$ cat config.mk
export PLATFORM = sky130hd
export DESIGN_NAME = btob_core
export DESIGN_NICKNAME = d
export VERILOG_FILES = /design/src/logic/btob_pkg.sv /design/src/logic/btob_core.sv
export VERILOG_INCLUDE_DIRS = /design/src /design/src/logic
export SDC_FILE = /design/constraint.sdc
export NUM_CORES = 1
export LEC_CHECK = 0
export ABC_AREA = 1
export BUFFER_PORTS_ARGS = -buffer_cell sky130_fd_sc_hd__buf_4
export CORE_MARGIN = 2
export CORE_UTILIZATION = 50
export CTS_BUF_LIST = sky130_fd_sc_hd__clkbuf_4 sky130_fd_sc_hd__clkbuf_8
export CTS_CLUSTER_SIZE = 8
export DETAILED_ROUTE_END_ITERATION = 10
export HOLD_SLACK_MARGIN = 0.08
export PLACE_DENSITY_LB_ADDON = 0.12
export SLEW_MARGIN = 10
export SYNTH_ARGS = -nofsm -noshare
export SYNTH_HDL_FRONTEND = slang
export SYNTH_SLANG_ARGS = --single-unit
$ cat constraint.sdc
create_clock -name mclk_in -period 4.15 [get_ports mclk_in]
set_input_delay 1.245 -clock mclk_in [delete_from_list [all_inputs] [get_ports mclk_in]]
set_output_delay 1.245 -clock mclk_in [all_outputs]
set_load 0.05 [all_outputs]
$ cat src/logic/btob_consts.svh
`ifndef BTOB_CONSTS_SVH
`define BTOB_CONSTS_SVH
`define BTOB_OP_INV_HI    4'h7
`define BTOB_OP_OVF_HI    8'he4
`define BTOB_ILO_MAX      8'h5f
`define BTOB_ACC_SPLIT    8'h60
`define BTOB_ACC_HI_BANK  4'hf
`define BTOB_LO_BANK      4'h0
`define BTOB_PC_STEP      21'h000002
`define BTOB_PC_RST       21'h000000
`endif

$ cat src/logic/btob_pkg.sv
package btob_pkg;
  typedef enum logic [3:0] {
    BTOB_Q1 = 4'b0001,
    BTOB_Q2 = 4'b0010,
    BTOB_Q3 = 4'b0100,
    BTOB_Q4 = 4'b1000
  } btob_phase_t;
endpackage

$ cat src/logic/btob_core.sv
`timescale 1ns/1ns
`include "btob_consts.svh"
module btob_core (
  input  wire logic        mclk_in,
  input  wire logic        resetn_in,
  input  wire logic [15:0] instr_in,
  input  wire logic        instr_valid_in,
  input  wire logic        ext_set_en_in,
  input  wire logic [3:0]  bank_select_reg_in,
  input  wire logic [11:0] index_base_in,
  input  wire logic        ovf_flag_in,
  input  wire logic [7:0]  mem_rdata_in,
  output logic      [11:0] mem_addr_out,
  output logic             mem_rd_out,
  output logic             mem_wr_out,
  output logic      [7:0]  mem_wdata_out,
  output logic      [20:0] pc_out,
  output logic             phase_q1_out,
  output logic             busy_out,
  output logic             status_wr_out
);
  // ----------------------------------------------------------------
  // Phase sequencer
  // ----------------------------------------------------------------
  btob_pkg::btob_phase_t phase_q;
  btob_pkg::btob_phase_t phase_d;
  always_comb begin
    case (phase_q)
      btob_pkg::BTOB_Q1: phase_d = btob_pkg::BTOB_Q2;
      btob_pkg::BTOB_Q2: phase_d = btob_pkg::BTOB_Q3;
      btob_pkg::BTOB_Q3: phase_d = btob_pkg::BTOB_Q4;
      default:           phase_d = btob_pkg::BTOB_Q1;
    endcase
  end
  always_ff @(posedge mclk_in or negedge resetn_in) begin
    if (!resetn_in) begin
      phase_q <= btob_pkg::BTOB_Q1;
    end else begin
      phase_q <= phase_d;
    end
  end
  // ----------------------------------------------------------------
  // Decode, latched in Q1
  // ----------------------------------------------------------------
  logic [15:0] ir_q;
  logic [15:0] ir_d;
  logic        idle_q;
  logic        idle_d;
  logic        is_inv;
  logic        is_ovf;
  logic        taken;
  assign is_inv = !idle_q && ir_q[15:12] == `BTOB_OP_INV_HI;
  assign is_ovf = !idle_q && ir_q[15:8] == `BTOB_OP_OVF_HI;
  assign taken  = is_ovf && ovf_flag_in;
  always_comb begin
    ir_d   = ir_q;
    idle_d = idle_q;
    if (phase_q == btob_pkg::BTOB_Q1) begin
      ir_d = instr_in;
    end
    if (phase_q == btob_pkg::BTOB_Q4) begin
      // Taken branch flushes the prefetched word: next cycle is idle
      idle_d = taken || !instr_valid_in;
    end
  end
  always_ff @(posedge mclk_in or negedge resetn_in) begin
    if (!resetn_in) begin
      ir_q   <= 16'h0000;
      idle_q <= 1'b1;
    end else begin
      ir_q   <= ir_d;
      idle_q <= idle_d;
    end
  end
  // ----------------------------------------------------------------
  // Operand address
  // ----------------------------------------------------------------
  logic [7:0]  f_addr;
  logic [2:0]  bit_sel;
  logic        acc_bit;
  logic [11:0] ea;
  assign f_addr  = ir_q[7:0];
  assign bit_sel = ir_q[11:9];
  assign acc_bit = ir_q[8];
  always_comb begin
    if (acc_bit) begin
      ea = {bank_select_reg_in, f_addr};
    end else if (ext_set_en_in && f_addr <= `BTOB_ILO_MAX) begin
      ea = index_base_in + {4'h0, f_addr};
    end else if (f_addr < `BTOB_ACC_SPLIT) begin
      ea = {`BTOB_LO_BANK, f_addr};
    end else begin
      ea = {`BTOB_ACC_HI_BANK, f_addr};
    end
  end
  // ----------------------------------------------------------------
  // Read-modify-write of the data byte
  // ----------------------------------------------------------------
  logic [7:0]  data_q;
  logic [7:0]  data_d;
  logic [11:0] addr_q;
  logic [11:0] addr_d;
  logic        rd_q;
  logic        rd_d;
  logic        wr_q;
  logic        wr_d;
  always_comb begin
    data_d = data_q;
    addr_d = addr_q;
    rd_d   = 1'b0;
    wr_d   = 1'b0;
    case (phase_q)
      btob_pkg::BTOB_Q1: begin
        // Address issued in Q2 so read data is back for Q3
        // A word fetched into a flushed cycle must not touch memory
        if (instr_valid_in && !idle_q &&
            instr_in[15:12] == `BTOB_OP_INV_HI) begin
          rd_d = 1'b1;
        end
      end
      btob_pkg::BTOB_Q2: begin
        if (is_inv) begin
          data_d = mem_rdata_in;
        end
        addr_d = ea;
      end
      btob_pkg::BTOB_Q3: begin
        if (is_inv) begin
          data_d = data_q ^ (8'h01 << bit_sel);
          wr_d   = 1'b1;
        end
      end
      default: begin
      end
    endcase
  end
  always_ff @(posedge mclk_in or negedge resetn_in) begin
    if (!resetn_in) begin
      data_q <= 8'h00;
      addr_q <= 12'h000;
      rd_q   <= 1'b0;
      wr_q   <= 1'b0;
    end else begin
      data_q <= data_d;
      addr_q <= addr_d;
      rd_q   <= rd_d;
      wr_q   <= wr_d;
    end
  end
  // Read strobe in Q2 uses the live address because it forms that phase
  assign mem_addr_out  = (phase_q == btob_pkg::BTOB_Q2) ? ea : addr_q;
  assign mem_rd_out    = rd_q;
  assign mem_wr_out    = wr_q;
  assign mem_wdata_out = data_q;
  assign status_wr_out = 1'b0;
  // ----------------------------------------------------------------
  // Program counter
  // ----------------------------------------------------------------
  logic [20:0] pc_q;
  logic [20:0] pc_d;
  logic [20:0] disp2;
  assign disp2 = {{12{ir_q[7]}}, ir_q[7:0], 1'b0};
  always_comb begin
    pc_d = pc_q;
    if (phase_q == btob_pkg::BTOB_Q1 && instr_valid_in) begin
      pc_d = pc_q + `BTOB_PC_STEP;
    end else if (phase_q == btob_pkg::BTOB_Q4 && taken) begin
      pc_d = pc_q + disp2;
    end
  end
  always_ff @(posedge mclk_in or negedge resetn_in) begin
    if (!resetn_in) begin
      pc_q <= `BTOB_PC_RST;
    end else begin
      pc_q <= pc_d;
    end
  end
  assign pc_out       = pc_q;
  assign phase_q1_out = phase_q == btob_pkg::BTOB_Q1;
  assign busy_out     = idle_q;
  // ----------------------------------------------------------------
  // Checks
  // ----------------------------------------------------------------
  chk_inv_writeback: assert property (@(posedge mclk_in)
    disable iff (!resetn_in)
    (is_inv && phase_q == btob_pkg::BTOB_Q2) |=> ##1
      (mem_wr_out && mem_wdata_out ==
       ($past(mem_rdata_in, 2) ^ (8'h01 << bit_sel))))
    else $error("inverted byte wrong");
  chk_bank_reg_addr: assert property (@(posedge mclk_in)
    disable iff (!resetn_in)
    (is_inv && acc_bit && phase_q == btob_pkg::BTOB_Q2) |->
      mem_addr_out == {bank_select_reg_in, f_addr})
    else $error("bank address wrong");
  chk_access_addr: assert property (@(posedge mclk_in)
    disable iff (!resetn_in)
    (is_inv && !acc_bit && !ext_set_en_in &&
     phase_q == btob_pkg::BTOB_Q2) |-> mem_addr_out[7:0] == f_addr)
    else $error("access address wrong");
  chk_indexed_addr: assert property (@(posedge mclk_in)
    disable iff (!resetn_in)
    (is_inv && !acc_bit && ext_set_en_in && f_addr <= `BTOB_ILO_MAX &&
     phase_q == btob_pkg::BTOB_Q2) |->
      mem_addr_out == index_base_in + {4'h0, f_addr})
    else $error("indexed address wrong");
  chk_no_status: assert property (@(posedge mclk_in)
    disable iff (!resetn_in) !status_wr_out)
    else $error("status written");
  chk_branch_target: assert property (@(posedge mclk_in)
    disable iff (!resetn_in)
    (taken && phase_q == btob_pkg::BTOB_Q4) |=>
      pc_out == $past(pc_out) + disp2)
    else $error("branch target wrong");
  chk_not_taken: assert property (@(posedge mclk_in)
    disable iff (!resetn_in)
    (is_ovf && !ovf_flag_in && phase_q == btob_pkg::BTOB_Q4) |=>
      pc_out == $past(pc_out))
    else $error("untaken branch moved pc");
  chk_idle_cycle: assert property (@(posedge mclk_in)
    disable iff (!resetn_in)
    (taken && phase_q == btob_pkg::BTOB_Q4) |=> busy_out [*4])
    else $error("no idle cycle after branch");
  // ----------------------------------------------------------------
  // Strobe, bank and counter checks
  // ----------------------------------------------------------------
  chk_read_strobe: assert property (@(posedge mclk_in)
    disable iff (!resetn_in)
    mem_rd_out |-> (is_inv && phase_q == btob_pkg::BTOB_Q2))
    else $error("read strobe outside invert read phase");
  chk_write_phase: assert property (@(posedge mclk_in)
    disable iff (!resetn_in)
    mem_wr_out |-> (is_inv && phase_q == btob_pkg::BTOB_Q4))
    else $error("write strobe outside invert write phase");
  chk_access_bank: assert property (@(posedge mclk_in)
    disable iff (!resetn_in)
    (is_inv && !acc_bit && !ext_set_en_in &&
     phase_q == btob_pkg::BTOB_Q2) |->
      mem_addr_out[11:8] == ((f_addr < `BTOB_ACC_SPLIT) ?
                             `BTOB_LO_BANK : `BTOB_ACC_HI_BANK))
    else $error("access bank upper bits wrong");
  chk_pc_step: assert property (@(posedge mclk_in)
    disable iff (!resetn_in)
    (phase_q == btob_pkg::BTOB_Q1 && instr_valid_in) |=>
      pc_out == $past(pc_out) + `BTOB_PC_STEP)
    else $error("pc did not step by one word");
  chk_inv_keeps_pc: assert property (@(posedge mclk_in)
    disable iff (!resetn_in)
    (is_inv && phase_q == btob_pkg::BTOB_Q4) |=>
      pc_out == $past(pc_out))
    else $error("invert moved pc at end of cycle");
  chk_branch_no_mem: assert property (@(posedge mclk_in)
    disable iff (!resetn_in)
    is_ovf |-> (!mem_wr_out && !mem_rd_out))
    else $error("branch touched data memory");
  chk_untaken_busy: assert property (@(posedge mclk_in)
    disable iff (!resetn_in)
    (is_ovf && !ovf_flag_in && instr_valid_in &&
     phase_q == btob_pkg::BTOB_Q4) |=> !busy_out)
    else $error("untaken branch inserted idle cycle");
  chk_idle_no_rd: assert property (@(posedge mclk_in)
    disable iff (!resetn_in)
    (phase_q == btob_pkg::BTOB_Q1 && idle_q) |=> !mem_rd_out)
    else $error("flushed word read memory");
  chk_phase_onehot: assert property (@(posedge mclk_in)
    disable iff (!resetn_in)
    $onehot(phase_q))
    else $error("phase register not one-hot");
endmodule

After elaboration in Yosys (flattened, before gate mapping). Index checks and enable logic that the tools add are counted.

Register bits: 64. Latch bits: 0. Memory bits (writable): 0. Bits in read-only memories: 0. Input port bits: 45. Output and inout port bits: 46. Logic and storage cells: 52. Memories kept: 0.

Add/sub/neg operators: 3. $mul: 0. Div/mod/pow operators: 0. Magnitude comparators: 2. Equal/unequal tests: 9. Shifts and indexed selects: 1. Multiplexer cells: 14. Bitwise gates (word level): 1. Reductions and logical operators: 14.

Operators by type and width (count): $mux 12 (4); $mux 21 (2); $add 21x2->21 const B (1); $add 21x21->21 (1); $mux 8 (2); $pmux 8 s2 (1); $add 12x8->12 (1); $eq 4x3->1 const B (3); $pmux 4 s3 (1); $eq 8x8->1 const B (1); $le 8x7->1 const B (1); $logic_and 1x1->1 (8); $lt 8x7->1 const B (1); $shl 1x3->8 const A (1); $xor 8x8->8 (1); $eq 4x1->1 const B (1); $eq 4x2->1 const B (1); $eq 4x4->1 const B (1); $mux 1 (4); $ne 2x2->1 const B (2); $reduce_bool 2->1 (2); $reduce_and 3->1 (1); $logic_not 1->1 (2); $logic_or 1x1->1 (1).

Longest topological paths before layout. Gate-level depths: netlist (run 1).

Depth after elaboration: 6. Depth in mapped cells: 19. Depth with buffers taken out: 18.

Worst setup path before layout (run 1). No wires, ideal clock.

Kind: input-to-output. Start: input port index_base_in[0]. End: output port mem_addr_out[10]. Data arrival time: 3.380 ns. Data required time: 2.905 ns. Slack: -0.475 ns. Stages on the path: 10. Path buffers: 0. Cells stage by stage: ha_1 > fa_1 > nand3_1 > nand2_1 > a21oi_1 > o21ai_0 > nand3_1 > xnor2_1 > nand2_1 > a21oi_1.

Word-level cells in the longest chain between the ends: 4.

Ends and longest elaborated chain: start: declaration (RTL line btob_core.sv:10) `input wire logic [11:0] index_base_in,`; $add 12x8->12 (RTL line btob_core.sv:89) `ea = index_base_in + {4'h0, f_addr};`; $mux 12 (RTL line btob_core.sv:88) `` end else if (ext_set_en_in && f_addr <= `BTOB_ILO_MAX) begin ``; $mux 12 (RTL line btob_core.sv:86) `if (acc_bit) begin`; $mux 12 (RTL line btob_core.sv:151) `assign mem_addr_out = (phase_q == btob_pkg::BTOB_Q2) ? ea : addr_q;`; end: declaration (RTL line btob_core.sv:13) `output logic [11:0] mem_addr_out,`.

Every way passes these cells.

Worst setup path in the final report (run 1). Same ends and word-level chain as after synthesis.

==> results of run 1 <==
## logic make-up after synthesis
| group | Yosys count |
|---|---|
| adder cells (fa/ha/maj) | 17 |
| other | 1 |
| buffers and inverters | 81 |
| flip-flops | 63 |
| AND/OR/NAND/NOR | 288 |
| XOR/XNOR | 21 |
| AO/OA/AOI/OAI | 101 |
## where the power goes
group          internal [mW]  leakage, nW  switching, mW
logic                  0.420         1.89          0.814
clock network          0.247       0.0873          0.250
registers              0.720        0.751          0.131
total                   1.39         2.73           1.19
## cells in the final DEF (no fill, tap or decap), types with 6 or more instances in the layout
master    count
nand2_2       6
xnor2_1       6
ha_1         11
nand2_1     164
o21ai_0      26
buf_4        97
o21ai_1      11
inv_2         7
a21oi_1      22
clkbuf_8     11
nor2_1       47
buf_6         6
o21ai_2       9
nor3_1        6
dfrtp_1      61
inv_1        54
nand3_1      43
xor2_1       15
a21oi_2       7
## sequential cells by signal (all words and copies together) (netlist names)
name and flops:
pc_out 20, ir_q 16, addr_q 12, mem_wdata_out 8, phase_q 4, busy_out 1, mem_rd_out 1, mem_wr_out 1
## layer usage
layer,vias to the layer above,part of all wire,GRT usage
met5,-,0,0
met4,0,0.016,0.0821
met3,17,0.056,0.0439
met2,123,0.48,0.414
met1,1940,0.45,0.318
li1,2058,-,-
## final timing paths
| kind | endpoint | slack (ps) | startpoint | depth (start not counted) |
|---|---|---|---|---|
| worst max-delay path | mem_addr_out[10] | 20 | index_base_in[0] | 12 |
| worst min-delay path | addr_q[2] | 500 | addr_q[2] | 1 |
| worst max register to register | pc_out[15] | 1440 | phase_q[0] | 17 |
| worst min register to register | addr_q[2] | 500 | addr_q[2] | 1 |
| max in group asynchronous | pc_out[13] | 2620 | resetn_in | 1 |
| min in group asynchronous | mem_wdata_out[6] | 1000 | resetn_in | 1 |
## what timing repair did
item,in CTS,in global routing
buffers inserted,4,1
resized for setup,19,7
endpoints found under the setup margin,6,6
pin swaps,9,9
gates cloned,0,0
hold buffers,0,0
## per-stage QoR
step	power [mW]	cells	setup slack, ps	util
2_1_floorplan	1.73	573	-207	-
3_3_place_gp	2.04	757	-235	0.609
3_5_place_dp	2.07	757	-295	0.609
4_1_cts	2.59	777	-64.8	0.645
5_1_grt	2.76	778	-62.9	0.648
6_report	2.58	778	24.5	0.648
## final cells by class
class                      instances  area share
clock inverter                     5     0.00611
sequential                        63       0.296
tap                              105      0.0247
timing repair buffer             103       0.149
multi-input combinational        429       0.451
clock buffer                      11      0.0284
inverter                          62      0.0442
==> results.cfg, run 1 <==
[worst_setup_path]
cpMostUsedCell = buf_6
slowest_delay_ps = 350
critPathKind = input port to primary output
cpMaxStageDelayCell = fa_2
cp_data_required_time_ps = 2900
path_cells = buf_6 > ha_4 > fa_2 > nand3_2 > nand2_2 > a21oi_4 > o21ai_2 > nand3_1 > xnor2_1 > nand2_1 > a21oi_2 > buf_6
critPathTopFamily = adder cells
cp.arrival_ps = 2880
worst-path-buf-inv = 2
critPathMaxFanout = 2
crit_path_end_kind = primary output
cp-start-kind = input port

[cts]
clkSlewWorstSetupHoldPaths_ps = 70
cts_root_buffer = clkbuf_8
cts_tree = done
cts_buffer_depth = 2
htreeDepth = 3
cts_made_buffers = 9
clock_latency_ps = 340
clkSinkCount = 63

[die]
rows = 33
ios = 91
dieArea_um2 = 9210
die_w_um = 96.0
start_util = 0.515
core_area_um2 = 8220
die_h_um = 96.0

[pwr]
p_per_area_nw_per_um2 = 485
leakagePower_nw = 2.73
ir_drop_mv = 0.370

[finish]
area_growth_pct = 26.0
n_fill_cell = 733
drive_above_1_share = 0.260
design_area_um2 = 5330
diodes = 0
multi_input_area_um2 = 2400
seq_area_um2 = 1580
fin_nets = 730

[synth]
ys_warn_count = 0
synth_compound_area_frac = 0.144
synth_most_common_cell = nand2_1
syn_inst = 572
yosys.area_share.simple = 0.299
synth_area_leaders = dfrtp_1 36%, nand2_1 15%, nand3_1 5.2%
synth_area_leader_cell = dfrtp_1
synth_top_family_by_area = simple AND/OR/NAND/NOR gates
synth-seq-cells = 63
synth_xor_xnor_area_share = 0.0435
synth_fa_ha_area_frac = 0.0538
netlist_area_um2 = 4230
synth_ff_type = dfrtp_1
synth_edf_count = 0
synth_mux_area_frac = 0
async_flop_share = 1.00
yosysTopAreaCellShare = 0.361
synth_seq_area_share = 0.373
synth_cell_types = 43
yosys-top-cells-count = 165 x nand2_1, 61 x dfrtp_1, 55 x inv_1, 47 x nor2_1, 44 x nand3_1
synth_area_per_cell_um2 = 7.39

[route]
drt-total-wl_um = 10500
drt_iter0_markers = 169
dr.pass1.iters = 4
avgViaCountPerCell = 5.32
vias = 4138
detail-route-antenna-nets = 0
drc = 0
wl_per_cell_um = 13.5

[sta]
worst_pin_slew_ps = 815
slew_viol_final = 0
hold_ws_ps = 496
setup_violations = 0
maxSlewHeadroom = 0.457
fmax_mhz = 242
finalClockSkew_ps = 10.7
grt_setup_unrepaired = yes
min_period_ps = 4130
final_hold_viol_count = 0
fin_crit_sh = 0.994
setup_tns_ps = 0

[global_route]
globalRouteTotalUtil = 0.245
grt_max_degree = 64
grt_pass1_vias = 3992
antenna_found_initial = 0
overflow = 0
grt_pass1_wl_um = 17800

[placed_design]
place_congestion = 0.880
io_buffer_count = 88
placed_area_um2 = 5000
dp_hpwl_um = 7550

[hold_path]
min_path_type = flip-flop to flip-flop

[outcome]
status = completed

[run]
drv_cap = 0
Power figures use the tool's default switching activity.
==> run 2: changes to the inputs <==
--- a/config.mk
+++ b/config.mk
@@ -15,6 +15,7 @@
 export DETAILED_ROUTE_END_ITERATION = 10
 export HOLD_SLACK_MARGIN = 0.08
 export PLACE_DENSITY_LB_ADDON = 0.12
+export RECOVER_POWER = 25
 export SLEW_MARGIN = 10
 export SYNTH_ARGS = -nofsm -noshare
 export SYNTH_HDL_FRONTEND = slang
==> results.cfg, run 2 (synthesis results as in run 1) <==
[outcome]
status = finished with violations
violations = capacitance limit, slew limit

[route]
dr.pass1.iters = 5
vias = 4108
avgViaCountPerCell = 5.28
detail-route-antenna-nets = 0
wl_per_cell_um = 13.5
drt_iter0_markers = 157
drc = 0
drt-total-wl_um = 10500

[die]
ios = 91
dieArea_um2 = 9210
start_util = 0.515
rows = 33
die_w_um = 96.0
core_area_um2 = 8220
die_h_um = 96.0

[worst_setup_path]
cpMostUsedCell = buf_6
crit_end = mem_addr_out[10]
cpMaxStageDelayCell = fa_2
cp.arrival_ps = 2880
path_cells = buf_6 > ha_4 > fa_2 > nand3_2 > nand2_2 > a21oi_4 > o21ai_2 > nand3_1 > xnor2_1 > nand2_1 > a21oi_2 > buf_6
rr_endpoint = mem_wdata_out[2]
cp_data_required_time_ps = 2900
crit_path_end_kind = primary output
r2r_cells = 9
cp-start-kind = input port
startpoint = index_base_in[0]
critPathKind = input port to primary output
rr_startpoint = phase_q[1]
reg2reg_slack_ps = 1280
critPathMaxFanout = 2
slowest_delay_ps = 350

[cts]
cts_made_buffers = 9
clkSlewWorstSetupHoldPaths_ps = 70
cts_buffer_depth = 2
clock_latency_ps = 330
cts_tree = done
clkSinkCount = 63
cts_root_buffer = clkbuf_8
hold_buffers = 0
htreeDepth = 3

[finish]
drive_above_1_share = 0.253
final_cell_mix = 164 x nand2_1, 95 x buf_4, 61 x dfrtp_1
design_area_um2 = 5310
largest_reg_flops = 20
diodes = 0
area_growth_pct = 25.5
mostFrequentLayoutCell = nand2_1
fin_nets = 730
fin_cells = 778
final_util = 0.646
n_fill_cell = 741

[global_route]
grt_pass1_vias = 3992
grt_max_degree = 64
overflow = 0
grt_pass1_wl_um = 17800
antenna_found_initial = 0
globalRouteTotalUtil = 0.245

[hold_path]
min_path_type = flip-flop to flip-flop
hold_path_depth = 1

[sta]
worst_pin_slew_ps = 1610
finalClockSkew_ps = 10.9
min_period_ps = 4120
final_hold_viol_count = 0
maxSlewHeadroom = -0.0701
grt_setup_unrepaired = yes
setup_violations = 0
fin_crit_sh = 0.994
fmax_mhz = 242
slew_viol_final = 64

[run]
drv_cap = 1

[placed_design]
place_congestion = 0.880
dp_hpwl_um = 7550
place_inst = 757
io_buffer_count = 88
placed_area_um2 = 5000

[pwr]
p_per_area_nw_per_um2 = 486
ir_drop_mv = 0.370
leakagePower_nw = 2.72
[run 2: how the worst min path moves through the flow]
stage                end      start
2_1_floorplan   ir_q[15]   ir_q[15]
3_3_place_gp   addr_q[6]  addr_q[6]
3_5_place_dp   addr_q[6]  addr_q[6]
4_1_cts        addr_q[2]  addr_q[2]
5_1_grt         ir_q[15]   ir_q[15]
6_report       addr_q[2]  addr_q[2]
[run 2: what timing repair did]
action / in CTS / in global routing
gates cloned: 0 / 0
endpoints found under the hold margin: 0 / 0
pin swaps: 9 / 9
setup endpoints to repair: 6 / 6
resized for setup: 19 / 7
setup buffers: 4 / 1
[run 2: report_power, final]
group	internal, mW	leakage, nW	switching [mW]
Combinational	0.420	1.88	0.813
Sequential	0.720	0.751	0.131
Clock	0.247	0.0873	0.251
Total	1.39	2.72	1.19
[run 2: worst max-delay path: cells and delay by family]
| family | cells | cell delay (ps) |
|---|---|---|
| fa+ha+maj | 2 | 500 |
| xor+xnor | 1 | 120 |
| simple gates | 4 | 330 |
| buf+inv | 2 | 280 |
| compound gates | 3 | 410 |
[run 2: layout make-up]
type,instances,area (µm²),share of cell area
multi-input combinational,429,2390,0.450
inverter,62,235,0.0443
timing repair buffer,103,790,0.149
clock inverter,5,32.5,0.00613
clock buffer,11,151,0.0285
tap,105,131,0.0248
sequential,63,1580,0.298
[run 2: stage by stage]
stage | power [mW] | setup TNS, ps | setup WS, ps | hold WS [ps]
2_1_floorplan | 1.73 | -207 | -207 | 453
3_3_place_gp | 2.04 | -606 | -235 | 466
3_5_place_dp | 2.07 | -990 | -295 | 467
4_1_cts | 2.59 | -64.8 | -64.8 | 499
5_1_grt | 2.76 | -81.4 | -62.9 | 512
6_report | 2.58 | 0 | 25.6 | 496
[run 2: metal layers]
metal  wire, µm  track usage  vias up
li1           -            -     2059
met1       4780        0.318     1918
met2       4980        0.414      116
met3        564       0.0439       15
met4        161       0.0821        0
met5          0            0        -
